**config.mk**
```make
export PLATFORM = sky130hd
export DESIGN_NAME = psr_host
export DESIGN_NICKNAME = d
export VERILOG_FILES = /design/src/verilog/psr_pkg.sv /design/src/verilog/psr_cmd_if.sv /design/src/verilog/psr_axi_regs.sv /design/src/verilog/psr_host.sv
export SDC_FILE = /design/constraint.sdc
export NUM_CORES = 1
export LEC_CHECK = 0
export ABC_AREA = 1
export BUFFER_PORTS_ARGS = -buffer_cell sky130_fd_sc_hd__clkbuf_2
export CORE_UTILIZATION = 37
export CTS_BUF_LIST = sky130_fd_sc_hd__clkbuf_4
export DETAILED_ROUTE_END_ITERATION = 8
export GPL_ROUTABILITY_DRIVEN = 1
export HOLD_SLACK_MARGIN = 0.05
export PLACE_DENSITY_LB_ADDON = 0.2
export SETUP_SLACK_MARGIN = 0.05
export SLEW_MARGIN = 40
export SYNTH_ARGS = -nofsm -noshare
export SYNTH_HDL_FRONTEND = slang
export SYNTH_SLANG_ARGS = --single-unit
```
**constraint.sdc**
```tcl
create_clock -name aclk -period 2 [get_ports aclk]
set_input_delay 0.4 -clock aclk [delete_from_list [all_inputs] [get_ports aclk]]
set_output_delay 0.4 -clock aclk [all_outputs]
set_load 0.02 [all_outputs]
```
**src/verilog/psr_pkg.sv**
```systemverilog
// Package for the pseudo-static RAM host controller.
// Assumes a 125 MHz aclk; all pin timing is counted in aclk cycles.
`default_nettype none
package psr_pkg;
  localparam int unsigned CLK_PERIOD_NS = 8;
  // Pin geometry.
  localparam int unsigned ADDR_W        = 22;
  localparam int unsigned DATA_W        = 16;
  localparam int unsigned PAGE_WORDS    = 8;
  localparam int unsigned PAGE_BITS     = 3;
  // Timing figures as printed.
  localparam int unsigned RD_CYCLE_MIN_NS   = 70;
  localparam int unsigned CYCLE_MAX_NS      = 10000;
  localparam int unsigned PAGE_CYCLE_MIN_NS = 30;
  localparam int unsigned WR_PULSE_MIN_NS   = 50;
  localparam int unsigned WR_HIGH_MIN_NS    = 15;
  localparam int unsigned PD_PULSE_MS       = 10;
  localparam int unsigned PD_EXIT_US        = 300;
  localparam int unsigned PWR_ON_US         = 30;
  // Derived cycle counts: minimums round up, maximums round down.
  localparam int unsigned RD_CYCLE_CYC   = (RD_CYCLE_MIN_NS + CLK_PERIOD_NS - 1) / CLK_PERIOD_NS;
  localparam int unsigned CYCLE_MAX_CYC  = CYCLE_MAX_NS / CLK_PERIOD_NS;
  localparam int unsigned PAGE_CYC       = (PAGE_CYCLE_MIN_NS + CLK_PERIOD_NS - 1) / CLK_PERIOD_NS;
  localparam int unsigned WR_PULSE_CYC   = (WR_PULSE_MIN_NS + CLK_PERIOD_NS - 1) / CLK_PERIOD_NS;
  localparam int unsigned WR_HIGH_CYC    = (WR_HIGH_MIN_NS + CLK_PERIOD_NS - 1) / CLK_PERIOD_NS;
  localparam int unsigned PD_PULSE_CYC   = (PD_PULSE_MS * 1000000 + CLK_PERIOD_NS - 1) / CLK_PERIOD_NS;
  localparam int unsigned PD_EXIT_CYC    = (PD_EXIT_US * 1000 + CLK_PERIOD_NS - 1) / CLK_PERIOD_NS;
  localparam int unsigned PWR_ON_CYC     = (PWR_ON_US * 1000 + CLK_PERIOD_NS - 1) / CLK_PERIOD_NS;
  // Register offsets.
  localparam logic [7:0] REG_CMD    = 8'h00;
  localparam logic [7:0] REG_ADDR   = 8'h04;
  localparam logic [7:0] REG_WDATA  = 8'h08;
  localparam logic [7:0] REG_RDATA  = 8'h0c;
  localparam logic [7:0] REG_STATUS = 8'h10;
  localparam logic [7:0] REG_PAGE0  = 8'h20;
  // Command register fields.
  localparam int unsigned CMD_OP_LSB  = 0;
  localparam int unsigned CMD_BE_LSB  = 4;
  localparam logic [2:0] OP_READ  = 3'h1;
  localparam logic [2:0] OP_WRITE = 3'h2;
  localparam logic [2:0] OP_PAGE  = 3'h3;
  localparam logic [2:0] OP_PDN   = 3'h4;
  localparam logic [2:0] OP_WAKE  = 3'h5;
  // Status register fields and AXI response codes.
  localparam int unsigned ST_BUSY  = 0;
  localparam int unsigned ST_READY = 1;
  localparam int unsigned ST_PDN   = 2;
  localparam int unsigned ST_VALID = 3;
  localparam int unsigned ST_ERR   = 4;
  localparam logic [1:0] RESP_OKAY   = 2'h0;
  localparam logic [1:0] RESP_SLVERR = 2'h2;
endpackage
`default_nettype wire

```
**src/verilog/psr_cmd_if.sv**
```systemverilog
// Command carrier between the AXI register slave and the pin sequencer.
// Assumes one clock domain shared by both ends.
`default_nettype none
interface psr_cmd_if;
  import psr_pkg::*;
  logic              start;
  logic [2:0]        op;
  logic [1:0]        be;
  logic [ADDR_W-1:0] addr;
  logic [DATA_W-1:0] wdata;
  logic              busy;
  logic              ready;
  logic              pdn;
  logic              valid;
  logic              rd_we;
  logic [2:0]        rd_idx;
  logic [DATA_W-1:0] rd_data;
  modport regs (output start, op, be, addr, wdata,
                input busy, ready, pdn, valid, rd_we, rd_idx, rd_data);
  modport seq  (input start, op, be, addr, wdata,
                output busy, ready, pdn, valid, rd_we, rd_idx, rd_data);
endinterface
`default_nettype wire

```
**src/verilog/psr_axi_regs.sv**
```systemverilog
// AXI4-Lite register slave for the pseudo-static RAM host controller.
// Assumes the sequencer accepts start only while busy is low.
`default_nettype none
module psr_axi_regs
  import psr_pkg::*;
(
  // Clock and reset.
  input  wire logic        aclk,
  input  wire logic        aresetn,
  // Write channels.
  input  wire logic [7:0]  awaddr,
  input  wire logic        awvalid,
  output var  logic        awready,
  input  wire logic [31:0] wdata,
  input  wire logic [3:0]  wstrb,
  input  wire logic        wvalid,
  output var  logic        wready,
  output var  logic [1:0]  bresp,
  output var  logic        bvalid,
  input  wire logic        bready,
  // Read channels.
  input  wire logic [7:0]  araddr,
  input  wire logic        arvalid,
  output var  logic        arready,
  output var  logic [31:0] rdata,
  output var  logic [1:0]  rresp,
  output var  logic        rvalid,
  input  wire logic        rready,
  // Sequencer side.
  psr_cmd_if.regs          cmd
);
  logic              aw_ok_ff;
  logic              w_ok_ff;
  logic [7:0]        awa_ff;
  logic [31:0]       wd_ff;
  logic [3:0]        ws_ff;
  logic              start_ff;
  logic [2:0]        op_ff;
  logic [1:0]        be_ff;
  logic [ADDR_W-1:0] addr_ff;
  logic [DATA_W-1:0] wdat_ff;
  logic              err_ff;
  logic [DATA_W-1:0] page_ff [PAGE_WORDS];

  wire do_wr  = aw_ok_ff && w_ok_ff && !bvalid;
  wire hit_cm = (awa_ff == REG_CMD);
  wire hit_ad = (awa_ff == REG_ADDR);
  wire hit_wd = (awa_ff == REG_WDATA);
  wire map_wr = hit_cm || hit_ad || hit_wd;
  wire cm_bad = hit_cm && cmd.busy;
  wire rd_pg  = (araddr[7:5] == REG_PAGE0[7:5]);
  wire rd_map = rd_pg || araddr == REG_CMD || araddr == REG_ADDR ||
                araddr == REG_WDATA || araddr == REG_RDATA || araddr == REG_STATUS;
  wire [31:0] st_word = {27'h0, err_ff, cmd.valid, cmd.pdn, cmd.ready, cmd.busy};
  wire [31:0] rd_word =
    rd_pg                  ? {16'h0, page_ff[araddr[4:2]]} :
    araddr == REG_CMD      ? {24'h0, 2'h0, be_ff, 1'b0, op_ff} :
    araddr == REG_ADDR     ? {10'h0, addr_ff} :
    araddr == REG_WDATA    ? {16'h0, wdat_ff} :
    araddr == REG_RDATA    ? {16'h0, page_ff[0]} :
    araddr == REG_STATUS   ? st_word : 32'h0;

  assign cmd.start = start_ff;
  assign cmd.op    = op_ff;
  assign cmd.be    = be_ff;
  assign cmd.addr  = addr_ff;
  assign cmd.wdata = wdat_ff;

  always_ff @(posedge aclk) begin
    if (!aresetn) begin
      aw_ok_ff <= 1'b0;
      w_ok_ff  <= 1'b0;
      awa_ff   <= 8'h00;
      wd_ff    <= 32'h0;
      ws_ff    <= 4'h0;
      awready  <= 1'b0;
      wready   <= 1'b0;
      bvalid   <= 1'b0;
      bresp    <= RESP_OKAY;
    end else begin
      awready <= !aw_ok_ff && !awready && awvalid;
      wready  <= !w_ok_ff && !wready && wvalid;
      if (awvalid && awready) begin
        aw_ok_ff <= 1'b1;
        awa_ff   <= awaddr;
      end
      if (wvalid && wready) begin
        w_ok_ff <= 1'b1;
        wd_ff   <= wdata;
        ws_ff   <= wstrb;
      end
      if (do_wr) begin
        bvalid   <= 1'b1;
        bresp    <= (map_wr && !cm_bad) ? RESP_OKAY : RESP_SLVERR;
        aw_ok_ff <= 1'b0;
        w_ok_ff  <= 1'b0;
      end else if (bvalid && bready) begin
        bvalid <= 1'b0;
      end
    end
  end

  always_ff @(posedge aclk) begin
    if (!aresetn) begin
      start_ff <= 1'b0;
      op_ff    <= 3'h0;
      be_ff    <= 2'h3;
      addr_ff  <= '0;
      wdat_ff  <= '0;
      err_ff   <= 1'b0;
    end else begin
      start_ff <= do_wr && hit_cm && !cmd.busy && ws_ff[0];
      if (do_wr && hit_cm && ws_ff[0]) begin
        op_ff  <= wd_ff[CMD_OP_LSB +: 3];
        be_ff  <= wd_ff[CMD_BE_LSB +: 2];
        err_ff <= cm_bad;
      end
      if (do_wr && hit_ad) begin
        addr_ff <= wd_ff[ADDR_W-1:0];
      end
      if (do_wr && hit_wd) begin
        wdat_ff <= wd_ff[DATA_W-1:0];
      end
    end
  end

  always_ff @(posedge aclk) begin
    if (cmd.rd_we) begin
      page_ff[cmd.rd_idx] <= cmd.rd_data;
    end
  end

  always_ff @(posedge aclk) begin
    if (!aresetn) begin
      arready <= 1'b0;
      rvalid  <= 1'b0;
      rdata   <= 32'h0;
      rresp   <= RESP_OKAY;
    end else begin
      arready <= !rvalid && !arready && arvalid;
      if (arvalid && arready) begin
        rvalid <= 1'b1;
        rdata  <= rd_word;
        rresp  <= rd_map ? RESP_OKAY : RESP_SLVERR;
      end else if (rvalid && rready) begin
        rvalid <= 1'b0;
      end
    end
  end
endmodule
`default_nettype wire

```
**src/verilog/psr_host.sv**
```systemverilog
// Host controller top for a 4M x 16 pseudo-static RAM on an asynchronous pin bus.
// Assumes software orders accesses over AXI4-Lite; the RAM has no clock or reset.
`default_nettype none
module psr_host
  import psr_pkg::*;
#(
  parameter int unsigned PD_PULSE = PD_PULSE_CYC,
  parameter int unsigned PD_EXIT  = PD_EXIT_CYC,
  parameter int unsigned PWR_ON   = PWR_ON_CYC
) (
  // Clock and reset.
  input  wire logic              aclk,
  input  wire logic              aresetn,
  // AXI4-Lite write channels.
  input  wire logic [7:0]        awaddr,
  input  wire logic              awvalid,
  output var  logic              awready,
  input  wire logic [31:0]       wdata,
  input  wire logic [3:0]        wstrb,
  input  wire logic              wvalid,
  output var  logic              wready,
  output var  logic [1:0]        bresp,
  output var  logic              bvalid,
  input  wire logic              bready,
  // AXI4-Lite read channels.
  input  wire logic [7:0]        araddr,
  input  wire logic              arvalid,
  output var  logic              arready,
  output var  logic [31:0]       rdata,
  output var  logic [1:0]        rresp,
  output var  logic              rvalid,
  input  wire logic              rready,
  // RAM pins.
  output var  logic [ADDR_W-1:0] word_address,
  input  wire logic [DATA_W-1:0] data_lines_i,
  output var  logic [DATA_W-1:0] data_lines_o,
  output var  logic [1:0]        data_lines_oe,
  output var  logic              primary_select_n,
  output var  logic              sleep_select,
  output var  logic              output_enable_n,
  output var  logic              write_strobe_n,
  output var  logic              low_byte_select_n,
  output var  logic              high_byte_select_n
);
  localparam int unsigned CW = 24;

  initial begin
    if (PD_PULSE < 1 || PD_EXIT < 1 || PWR_ON < 1 || PD_PULSE >= (1 << CW) ||
        PD_EXIT >= (1 << CW) || PWR_ON >= (1 << CW)) begin
      $error("psr_host: wait counts out of range");
    end
  end

  typedef enum logic [3:0] {
    S_PWRON, S_IDLE, S_RD, S_PG, S_WSET, S_WLOW, S_WEND, S_GAP, S_PDN, S_WAKE
  } psr_state_type;

  psr_cmd_if cmd ();

  psr_axi_regs u_regs (
    .aclk    (aclk),
    .aresetn (aresetn),
    .awaddr  (awaddr),
    .awvalid (awvalid),
    .awready (awready),
    .wdata   (wdata),
    .wstrb   (wstrb),
    .wvalid  (wvalid),
    .wready  (wready),
    .bresp   (bresp),
    .bvalid  (bvalid),
    .bready  (bready),
    .araddr  (araddr),
    .arvalid (arvalid),
    .arready (arready),
    .rdata   (rdata),
    .rresp   (rresp),
    .rvalid  (rvalid),
    .rready  (rready),
    .cmd     (cmd)
  );

  psr_state_type     st_ff;
  psr_state_type     nxt_st;
  logic [CW-1:0]     cnt_ff;
  logic [CW-1:0]     nxt_cnt;
  logic [2:0]        idx_ff;
  logic              ready_ff;
  logic              pdn_ff;
  logic              valid_ff;
  logic              rd_we_ff;
  logic [2:0]        rd_idx_ff;
  logic [DATA_W-1:0] rd_dat_ff;
  logic [DATA_W-1:0] din_s1_ff;
  logic [DATA_W-1:0] din_s2_ff;
  logic [1:0]        be_ff;

  wire is_idle  = (st_ff == S_IDLE);
  wire cnt_done = (cnt_ff == '0);
  wire go       = cmd.start && is_idle;
  wire [1:0] lane_on = ~be_ff;

  assign cmd.busy    = !is_idle;
  assign cmd.ready   = ready_ff;
  assign cmd.pdn     = pdn_ff;
  assign cmd.valid   = valid_ff;
  assign cmd.rd_we   = rd_we_ff;
  assign cmd.rd_idx  = rd_idx_ff;
  assign cmd.rd_data = rd_dat_ff;

  always_comb begin
    nxt_st  = st_ff;
    nxt_cnt = cnt_done ? cnt_ff : cnt_ff - 1'b1;
    unique case (st_ff)
      S_PWRON: if (cnt_done) nxt_st = S_IDLE;
      S_IDLE: begin
        if (cmd.start && ready_ff) begin
          unique case (cmd.op)
            OP_READ: begin
              nxt_st  = S_RD;
              nxt_cnt = CW'(RD_CYCLE_CYC);
            end
            OP_PAGE: begin
              nxt_st  = S_PG;
              nxt_cnt = CW'(RD_CYCLE_CYC);
            end
            OP_WRITE: begin
              nxt_st  = S_WSET;
              nxt_cnt = '0;
            end
            OP_PDN: begin
              nxt_st  = S_PDN;
              nxt_cnt = CW'(PD_PULSE);
            end
            default: nxt_st = S_IDLE;
          endcase
        end else if (cmd.start && pdn_ff && cmd.op == OP_WAKE) begin
          nxt_st  = S_WAKE;
          nxt_cnt = CW'(PD_EXIT);
        end
      end
      S_RD: if (cnt_done) nxt_st = S_GAP;
      S_PG: begin
        if (cnt_done) begin
          nxt_cnt = CW'(PAGE_CYC);
          if (idx_ff == 3'(PAGE_WORDS - 1)) begin
            nxt_st  = S_GAP;
            nxt_cnt = CW'(WR_HIGH_CYC);
          end
        end
      end
      S_WSET: begin
        nxt_st  = S_WLOW;
        nxt_cnt = CW'(WR_PULSE_CYC);
      end
      S_WLOW: begin
        if (cnt_done) begin
          nxt_st  = S_WEND;
          nxt_cnt = CW'(RD_CYCLE_CYC - WR_PULSE_CYC);
        end
      end
      S_WEND: begin
        if (cnt_done) begin
          nxt_st  = S_GAP;
          nxt_cnt = CW'(WR_HIGH_CYC);
        end
      end
      S_GAP: if (cnt_done) nxt_st = S_IDLE;
      S_PDN: if (cnt_done) nxt_st = S_IDLE;
      S_WAKE: if (cnt_done) nxt_st = S_IDLE;
      default: nxt_st = S_IDLE;
    endcase
  end

  always_ff @(posedge aclk) begin
    if (!aresetn) begin
      st_ff  <= S_PWRON;
      cnt_ff <= CW'(PWR_ON);
    end else begin
      st_ff  <= nxt_st;
      cnt_ff <= (st_ff == S_RD && cnt_done) ? CW'(WR_HIGH_CYC) : nxt_cnt;
    end
  end

  always_ff @(posedge aclk) begin
    if (!aresetn) begin
      din_s1_ff <= '0;
      din_s2_ff <= '0;
    end else begin
      din_s1_ff <= data_lines_i;
      din_s2_ff <= din_s1_ff;
    end
  end

  always_ff @(posedge aclk) begin
    if (!aresetn) begin
      idx_ff <= 3'h0;
    end else if (go) begin
      idx_ff <= 3'h0;
    end else if (st_ff == S_PG && cnt_done) begin
      idx_ff <= idx_ff + 3'h1;
    end
  end

  always_ff @(posedge aclk) begin
    if (!aresetn) begin
      rd_we_ff  <= 1'b0;
      rd_idx_ff <= 3'h0;
      rd_dat_ff <= '0;
    end else begin
      rd_we_ff  <= (st_ff == S_RD || st_ff == S_PG) && cnt_done;
      rd_idx_ff <= (st_ff == S_PG) ? idx_ff : 3'h0;
      rd_dat_ff <= din_s2_ff;
    end
  end

  always_ff @(posedge aclk) begin
    if (!aresetn) begin
      ready_ff <= 1'b0;
      pdn_ff   <= 1'b0;
      valid_ff <= 1'b1;
      be_ff    <= 2'h3;
    end else begin
      if (st_ff == S_PWRON && cnt_done) ready_ff <= 1'b1;
      if (go && cmd.op == OP_PDN && ready_ff) begin
        ready_ff <= 1'b0;
        pdn_ff   <= 1'b1;
        valid_ff <= 1'b0;
      end
      if (st_ff == S_WAKE && cnt_done) begin
        ready_ff <= 1'b1;
        pdn_ff   <= 1'b0;
      end
      if (go && cmd.op == OP_WRITE && ready_ff) valid_ff <= 1'b1;
      if (go) be_ff <= cmd.be;
    end
  end

  always_ff @(posedge aclk) begin
    if (!aresetn) begin
      word_address       <= '0;
      data_lines_o       <= '0;
      data_lines_oe      <= 2'h0;
      primary_select_n   <= 1'b1;
      sleep_select       <= 1'b1;
      output_enable_n    <= 1'b1;
      write_strobe_n     <= 1'b1;
      low_byte_select_n  <= 1'b1;
      high_byte_select_n <= 1'b1;
    end else begin
      if (go) word_address <= cmd.addr;
      if (nxt_st == S_PG) begin
        word_address[PAGE_BITS-1:0] <= (st_ff == S_PG && cnt_done) ? idx_ff + 3'h1 : idx_ff;
      end
      if (go && cmd.op == OP_PAGE) word_address[PAGE_BITS-1:0] <= 3'h0;
      if (go) data_lines_o <= cmd.wdata;
      primary_select_n <= !(nxt_st == S_RD || nxt_st == S_PG || nxt_st == S_WSET ||
                            nxt_st == S_WLOW || nxt_st == S_WEND);
      output_enable_n  <= !(nxt_st == S_RD || nxt_st == S_PG);
      write_strobe_n   <= !(nxt_st == S_WLOW);
      low_byte_select_n  <= !(lane_sel(nxt_st) && (go ? !cmd.be[0] : lane_on[0]));
      high_byte_select_n <= !(lane_sel(nxt_st) && (go ? !cmd.be[1] : lane_on[1]));
      data_lines_oe <= (nxt_st == S_WSET || nxt_st == S_WLOW || nxt_st == S_WEND) ?
                       (go ? ~cmd.be : lane_on) : 2'h0;
      sleep_select  <= !(nxt_st == S_PDN);
    end
  end

  function automatic logic lane_sel(input psr_state_type s);
    lane_sel = (s == S_RD || s == S_PG || s == S_WSET || s == S_WLOW || s == S_WEND);
  endfunction
endmodule
`default_nettype wire

```
==> metrics, run 1 <==
critical-path cell list nor2_4, nand2_2, nor2_4, buf_6, nand4_4, nor2_4, nor2_4, nand3_4, inv_2, nand2_2, nand3_1, a21oi_2; cell depth of the worst min-delay path 6; ys async rst share 0%; Synth Area in Compound Gates around 12%; largest net degree at the start of global routing 72; Min-Delay Endpoint u_regs.rdata[5]$_SDFFE_PN0P_; routed via count roughly 12000; static leakage 7.75 nW; post-DP HPWL 26000 um; global-route wire length before repair just over 60000 um; CP Data Required Time roughly 2700 ps; RSZ-0062 raised after global routing true; endpoints failing hold 0; die footprint ~40000 sq um; GRT Total Usage about a fifth; hold_sp araddr[5]; syn_area_per_cell around 9.1 sq um; Clock Path Buffers 3; filler cell count between 3000 and 4000; Area contributors post-synth dfxtp_1 (33%), edfxtp_1 (27%), nand2_1 (9.0%); Main synth FF type dfxtp_1; Fmax roughly 540 MHz; share of the synthesized area in the top cell type between 30% and 40%; fin util 47.5%; launching element type of the critical path flop; fin crit period 1860 ps; period utilization between 90 and 100%; Synth area leader dfxtp_1; drt wl/cell approximately 16 um; Buffers on Ports roughly 140; Crit path arrival time between 2000 and 3000 ps; Syn Inst Count between 1500 and 2000; Core Region roughly 38000 sq um; most frequent cells in the layout nand2_1 (340), dfxtp_1 (236), nor2_1 (185), clkbuf_4 (149), clkbuf_2 (135); Residual DRC 0; TritonCTS clock tree yes; Worst Max-Slew Pin Slew ~570 ps; vias in the first global route approximately 11000; multiplexer area fraction after synthesis 0%; Num CTS Buffers 97; total power about 0.016 W; initial antenna violation count 2; r2r startpoint cnt_ff[10]$_SDFF_PN1_; Layout area overhead 25.4%; Final Max Tran Viols 0; final-report setup violation count 0; Synth Area in Simple Gates just over 20%; CTS clock-pin slew for the worst setup and hold paths roughly 70 ps; Worst Setup Path Type reg2reg; nets 1973; starting density of the core 37.9%; Die X roughly 200 um; GPL Wtd Cong slightly below 0.9; TritonRoute pass-1 iters 5; number of DRC markers in iteration 0 just over 700; Clk Latency, worst-skew pair a little under 800 ps; crit path capture type flop; I/O Pins 162; Rel. slew slack 61.9%; Overflow after GRT 0; chip height around 200 um; Rows 71; WL final between 30000 and 40000 um; Finished Layout Cells about 2500; Ys Warns 0; share of layout cells above drive strength 1 about a quarter; post-synthesis register bit count between 300 and 400; peak supply drop about 470 uV; Detail Route Antenna Nets 0; Min-Delay Path Class in2reg; Post-synth EDFFs between 100 and 150; CTS H-tree depth 3; commonest non-fill, non-tap cell in the layout nand2_1; Vias/cell 4.82; Yosys cell types 50; flop2flop setup slack 140 ps; Max Cap Violations 0; sequential share of the synthesized area 60.2%; CTS Root Cell clkbuf_4; most used cell, CP nor2_4; Crit Path Max Fanout 7; TritonCTS Sinks roughly 370; Placed Cells 2243; Worst Clk Skew 52.8 ps; R2R Path End word_address[0]$_SDFFE_PP0P_; Post-Synth Adder-Cell Area less than 1%; Synth Cell Area between 10000 and 15000 sq um; Worst Reg-to-Reg Cells 12; cell with the largest stage delay on the worst path dfxtp_1; Post-Synth XOR/XNOR Area under 10%; Max stage delay on crit path 360 ps; P per Cell Area roughly 900 nW/um^2; largest family of logic cells by synthesized area simple AND/OR/NAND/NOR gates; outcome finished clean
==> metrics by stage <==
stage	worst slack, ps	hold slack [ps]	setup TNS, ps	area [sq um]
global route	18.0	250	0	18100
CTS	50.0	206	0	17900
global placement	-249	395	-1370	16100
floorplan	268	390	0	14400
detailed placement	-227	397	-1510	16100
finish	136	277	0	18100
==> how the worst max path moves through the flow <==
stage                           from                       endpoint  slack, ps  cells past startpoint
4_1_cts         cnt_ff[0]$_SDFF_PP0_          cnt_ff[23]$_SDFF_PP0_         50                     11
6_report       cnt_ff[10]$_SDFF_PN1_   word_address[0]$_SDFFE_PP0P_        140                     12
3_3_place_gp               araddr[1]  u_regs.rdata[15]$_SDFFE_PN0P_       -250                     12
3_5_place_dp               araddr[1]  u_regs.rdata[15]$_SDFFE_PN0P_       -230                     12
5_1_grt        cnt_ff[22]$_SDFF_PP0_   word_address[0]$_SDFFE_PP0P_         20                     12
2_1_floorplan   cnt_ff[0]$_SDFF_PP0_   word_address[1]$_SDFFE_PP0P_        270                     13
==> metal layers <==
layer	global-route usage, %	vias up	share of wire [%]
met2	32.1	353	46
met4	8.55	0	2.8
li1	-	5943	-
met5	0	-	0
met3	4.39	78	5.8
met1	25.6	5569	45
==> power breakdown <==
group	leakage (nW)	internal (W)	total [W]	switching, W
Combinational	3.74	0.000665	0.00171	0.00104
Clock	0.735	0.00338	0.00640	0.00302
Sequential	3.27	0.00791	0.00807	0.000158
Total	7.75	0.0119	0.0162	0.00422
==> repair_timing <==
action                     CTS  global route
hold endpoints to repair    57             0
pin swaps                    0            18
gates cloned                 0             1
buffers inserted             1             7
resized for setup            4            33
setup endpoints to repair    6            42
hold buffers                54             0
==> sequential cells by signal (all words and copies together), names as in the netlist, 2 cells and up <==
register,cells
u_regs.page_ff,128
u_regs.wd_ff,22
u_regs.cmd.addr,22
st_ff,4
idx_ff,3
u_regs.cmd.be,2
u_regs.cmd.wdata,16
u_regs.rdata,22
din_s2_ff,16
cmd.rd_idx,3
be_ff,2
cmd.rd_data,16
din_s1_ff,16
u_regs.cmd.op,3
data_lines_o,16
word_address,22
data_lines_oe,2
cnt_ff,24
u_regs.awa_ff,8
==> Yosys cell counts (9+ instances only) <==
library cell,count
a21oi_1,100
a22oi_1,20
buf_4,16
clkbuf_1,48
dfxtp_1,241
edfxtp_1,128
inv_1,124
inv_2,22
nand2_1,347
nand2_2,9
nand3_1,52
nand4_1,26
nor2_1,192
nor2_2,16
nor3_1,10
o211ai_1,21
o21ai_0,99
xor2_1,14
==> critical path, delay by kind of cell (launching register included) <==
family / cells / cell delay (ps)
buf+inv: 2 / 190
compound gates: 1 / 140
flops: 1 / 360
simple gates: 9 / 1110
==> cell type report <==
cell class	instances	area (sq um)	area share [%]
antenna	2	5.00	0.0277
clock inverter	22	95.1	0.526
inverter	148	557	3.08
timing repair buffer	278	2000	11.1
clock buffer	149	1120	6.19
tap	511	639	3.54
sequential	369	8670	48.0
multi-input combinational	1000	4970	27.5
==> cell families (layout without fill, tap and decap cells) <==
| logic type | after synthesis | after routing |
|---|---|---|
| AO/OA/AOI/OAI | 287 | 287 |
| XOR/XNOR | 19 | 19 |
| adder cells (fa/ha/maj) | 4 | 4 |
| buffers and inverters | 226 | 597 |
| flip-flops | 369 | 369 |
| other | 1 | 14 |
| AND/OR/NAND/NOR | 677 | 678 |
No activity file was read; power rests on OpenSTA's default activity.
==> run 2: changes to the inputs <==
--- a/config.mk
+++ b/config.mk
@@ -5,12 +5,11 @@
 export SDC_FILE = /design/constraint.sdc
 export NUM_CORES = 1
 export LEC_CHECK = 0
-export ABC_AREA = 1
 export BUFFER_PORTS_ARGS = -buffer_cell sky130_fd_sc_hd__clkbuf_2
 export CORE_UTILIZATION = 37
 export CTS_BUF_LIST = sky130_fd_sc_hd__clkbuf_4
 export DETAILED_ROUTE_END_ITERATION = 8
-export GPL_ROUTABILITY_DRIVEN = 1
+export GPL_ROUTABILITY_DRIVEN = 0
 export HOLD_SLACK_MARGIN = 0.05
 export PLACE_DENSITY_LB_ADDON = 0.2
 export SETUP_SLACK_MARGIN = 0.05
==> constraint.sdc (replaced) <==
create_clock -name aclk -period 1.93 [get_ports aclk]
set_input_delay 0.386 -clock aclk [delete_from_list [all_inputs] [get_ports aclk]]
set_output_delay 0.386 -clock aclk [all_outputs]
set_load 0.02 [all_outputs]
==> run 2 against run 1 <==
Net effect:
- sequential share of layout area is 4.1 points lower
- maximum frequency is 20% lower
- hold slack worse by 100 ps
- the run now ends with negative setup slack left
- clock skew is 7.8 ps higher
- largest power group unchanged
- setup slack worse by 550 ps
- critical endpoint is now word_address[2]$_SDFFE_PP0P_
==> metrics, run 2 <==
Power Internal 0.0125 W (+4.8%); Regs by FF count u_regs.page_ff x128, cnt_ff x24; die footprint 40200 sq um (+1.2%); Final Max Tran Viols 0 (unchanged); chip height 200 um (+0.60%); Synth Cell Area 14600 sq um (+1.2%); Psw 0.00389 W (-7.9%); I/O Pins 162 (unchanged); Design Area, Final 19800 sq um (+9.4%); Worst Max-Slew Pin Slew 665 ps (+96.5 ps); outcome finished with violations; filler cell count 3580 (-4.4%); Yosys cell types 74 (+48%); Core Region 38700 sq um (+1.9%); Vias/cell 4.96 (+3.0%); starting density of the core 37.6% (-0.25 points); post-synthesis register bit count 369 (unchanged); final-report setup violation count 80 (+80); Fmax 427 MHz (-20%); max reg flops 128 (unchanged); peak supply drop 444 uV (-5.7%); most frequent cells in the layout dfxtp_1 (235), nand2_1 (212), clkbuf_4 (152), buf_4 (143), clkbuf_2 (135); syn_area_per_cell 10.9 sq um (+19%); register with the most flip-flops u_regs.page_ff; Buffers on Ports 136 (unchanged); RSZ-0062 raised after global routing true; Min-Delay Path Class in2reg; global-route wire length before repair 62900 um (+3.6%); launching element type of the critical path flop; cell with the largest stage delay on the worst path dfxtp_2; critical-path cell list inv_2, ha_4, nor4b_4, buf_4, nand3_4, o21ai_2, nand4b_1, nor4_4, buf_4, mux2_4; CP Data Required Time 2560 ps (-150 ps); placed inst area 17100 sq um (+5.9%); largest net degree at the start of global routing 128 (+78%); Crit path arrival time 2970 ps (+390 ps); CTS H-tree depth 3 (unchanged); setup ws final -412 ps (-547 ps); Post-synth EDFFs 128 (unchanged); most frequent cells after synthesis dfxtp_1 (241), nand2_1 (241), a21oi_1 (133), edfxtp_1 (128), nor2_1 (68); initial antenna violation count 3 (+1); vias in the first global route 11458 (+0.28%); Detail Route Antenna Nets 0 (unchanged); Syn Inst Count 1341 (-15%); static leakage 7.72 nW (-0.35%); GRT Total Usage 19.7% (-0.16 points); TritonCTS Sinks 369 (unchanged); sequential share of the synthesized area 59.5% (-0.72 points); Die X 200 um (+0.60%); fin crit period 2340 ps (+477 ps); Residual DRC 0 (unchanged); Rel. slew slack 55.7% (-6.2 points); Worst Setup Path Type reg2reg; most used cell, CP buf_4; Ys Warns 0 (unchanged); ys async rst share 0% (unchanged); Synth Area in Compound Gates 10.7% (-0.83 points); Overflow after GRT 0 (unchanged); P per Cell Area 831 nW/um^2 (-7.2%); routed via count 11550 (-3.3%); largest family of logic cells by synthesized area simple AND/OR/NAND/NOR gates; post-DP HPWL 25800 um (-0.80%); multiplexer area fraction after synthesis 7.39% (+7.4 points); CTS clock-pin slew for the worst setup and hold paths 70 ps (about the same); Crit Path Max Fanout 6 (-1); Rows 72 (+1.4%); Area contributors post-synth dfxtp_1 (33%), edfxtp_1 (26%), nand2_1 (6.2%); crit path capture type flop; nets 1813 (-8.1%); share of the synthesized area in the top cell type 33.1% (-0.40 points); endpoints failing hold 0 (unchanged); TritonRoute pass-1 iters 5 (unchanged); Sequential Power Share 50.0% (about the same); switching share of power 23.7% (-2.4 points); Post-Synth XOR/XNOR Area 1.26% (+0.11 points); commonest non-fill, non-tap cell in the layout dfxtp_1; Max stage delay on crit path 320 ps (-40 ps); period utilization 121% (+28 points); Clk Latency, worst-skew pair 800 ps (+30 ps); number of DRC markers in iteration 0 712 (+0.99%); Comb power frac 7.1% (-3.5 points); Post-Synth Adder-Cell Area 0.421% (+0.073 points); Main synth FF type dfxtp_1; Synth Area in Simple Gates 17.4% (-2.9 points); Layout area overhead 35.6%; Worst Clk Skew 60.6 ps (+7.79 ps); post-route setup TNS -20010 ps (-20010 ps); Max Cap Violations 0 (unchanged); CTS Root Cell clkbuf_4; failing checks negative setup slack; Synth area leader dfxtp_1; WL final 39700 um (+2.1%); share of layout cells above drive strength 1 37.2% (+13 points); Clock Path Buffers 3 (unchanged); Clock Power Share 42.9% (+3.3 points); Num CTS Buffers 98 (+1.0%); TritonCTS clock tree yes; drt wl/cell 17.1 um (+8.7%)
==> run 2: cell count changes after synthesis, sizes merged, moves of 11 or more <==
cell and delta:
a21oi +31, and2 +55, clkbuf +17, inv -135, mux2 +19, mux2i +12, mux4 +33, nand2 -116
nand4 -26, nor2 -144, nor3 +14, o211a +11, o21ai -81
==> run 2: area by class of cell <==
class	count	area (sq um)	share of cell area (%)
Inverter	12	50.0	0.253
Tap cell	518	648	3.28
Clock inverter	21	155	0.785
Multi-Input combinational cell	874	6140	31.1
Clock buffer	152	1140	5.77
Antenna cell	2	5.00	0.0253
Timing Repair Buffer	379	2950	14.9
Sequential cell	369	8680	43.9
==> run 2: layer usage <==
metal	global-route usage (%)	share of wire [%]	vias to the layer above
met5	0	0.033	-
met4	7.61	2.1	2
met3	4.37	5.6	61
met2	29.6	45	341
met1	27.7	48	5530
li1	-	-	5616
==> run 2: cells by family (layout without fill, tap and decap cells) <==
family                   after synthesis  in the layout
AO/OA/AOI/OAI                        255            255
multiplexers                          64             64
flip-flops                           369            369
buffers and inverters                113            564
XOR/XNOR                              21             21
AND/OR/NAND/NOR                      513            517
adder cells (fa/ha/maj)                5              5
other                                  1             14
==> run 2: worst max-delay path, delay by kind of cell (launching register included) <==
family                     cells  cell delay (ps)
adders and majority gates      1              120
muxes                          1              300
and+or+nand+nor                4              830
AOI/OAI and AO/OA              1              180
buffers and inverters          3              450
DFF                            1              320
==> run 2: through the flow <==
stage	setup WS (ps)	hold slack, ps	total power, W	util [%]	instances
final	-412	178	0.0164	51.0	2327
after global routing	-504	161	0.0172	51.0	2327
after CTS	-350	119	0.0166	50.2	2323
after detailed placement	-554	417	0.00933	44.0	2070
after global placement	-577	417	0.00932	44.0	2070
after floorplan	-135	412	0.00892	-	1352
==> run 2: path summary, 6_finish.rpt <==
| path | start | endpoint | slack (ps) | depth (start not counted) |
|---|---|---|---|---|
| worst max register to register | cnt_ff[0]$_SDFF_PP0_ | word_address[2]$_SDFFE_PP0P_ | -410 | 10 |
| worst max-delay path | cnt_ff[0]$_SDFF_PP0_ | word_address[2]$_SDFFE_PP0P_ | -410 | 10 |
| worst min-delay path | araddr[1] | u_regs.rdata[3]$_SDFFE_PN0P_ | 180 | 5 |
| worst min register to register | din_s1_ff[4]$_SDFF_PN0_ | din_s2_ff[4]$_SDFF_PN0_ | 410 | 1 |
==> run 2: power by group through the flow <==
| stage | Combinational (W) | Clock, W | Sequential (W) |
|---|---|---|---|
| 2_1_floorplan | 0.000543 | 0 | 0.00838 |
| 3_3_place_gp | 0.000950 | 0 | 0.00837 |
| 4_1_cts | 0.00113 | 0.00731 | 0.00821 |
| 3_5_place_dp | 0.000960 | 0 | 0.00837 |
| 6_report | 0.00117 | 0.00704 | 0.00821 |
| 5_1_grt | 0.00126 | 0.00769 | 0.00822 |
==> run 2: what timing repair did <==
action | 4_1_cts | 5_1_grt
setup buffers | 16 | 6
pin swaps | 35 | 29
endpoints found under the hold margin | 60 | 0
gates cloned | 5 | 0
setup endpoints to repair | 85 | 88
hold buffers | 61 | 0
gates resized for setup | 80 | 82
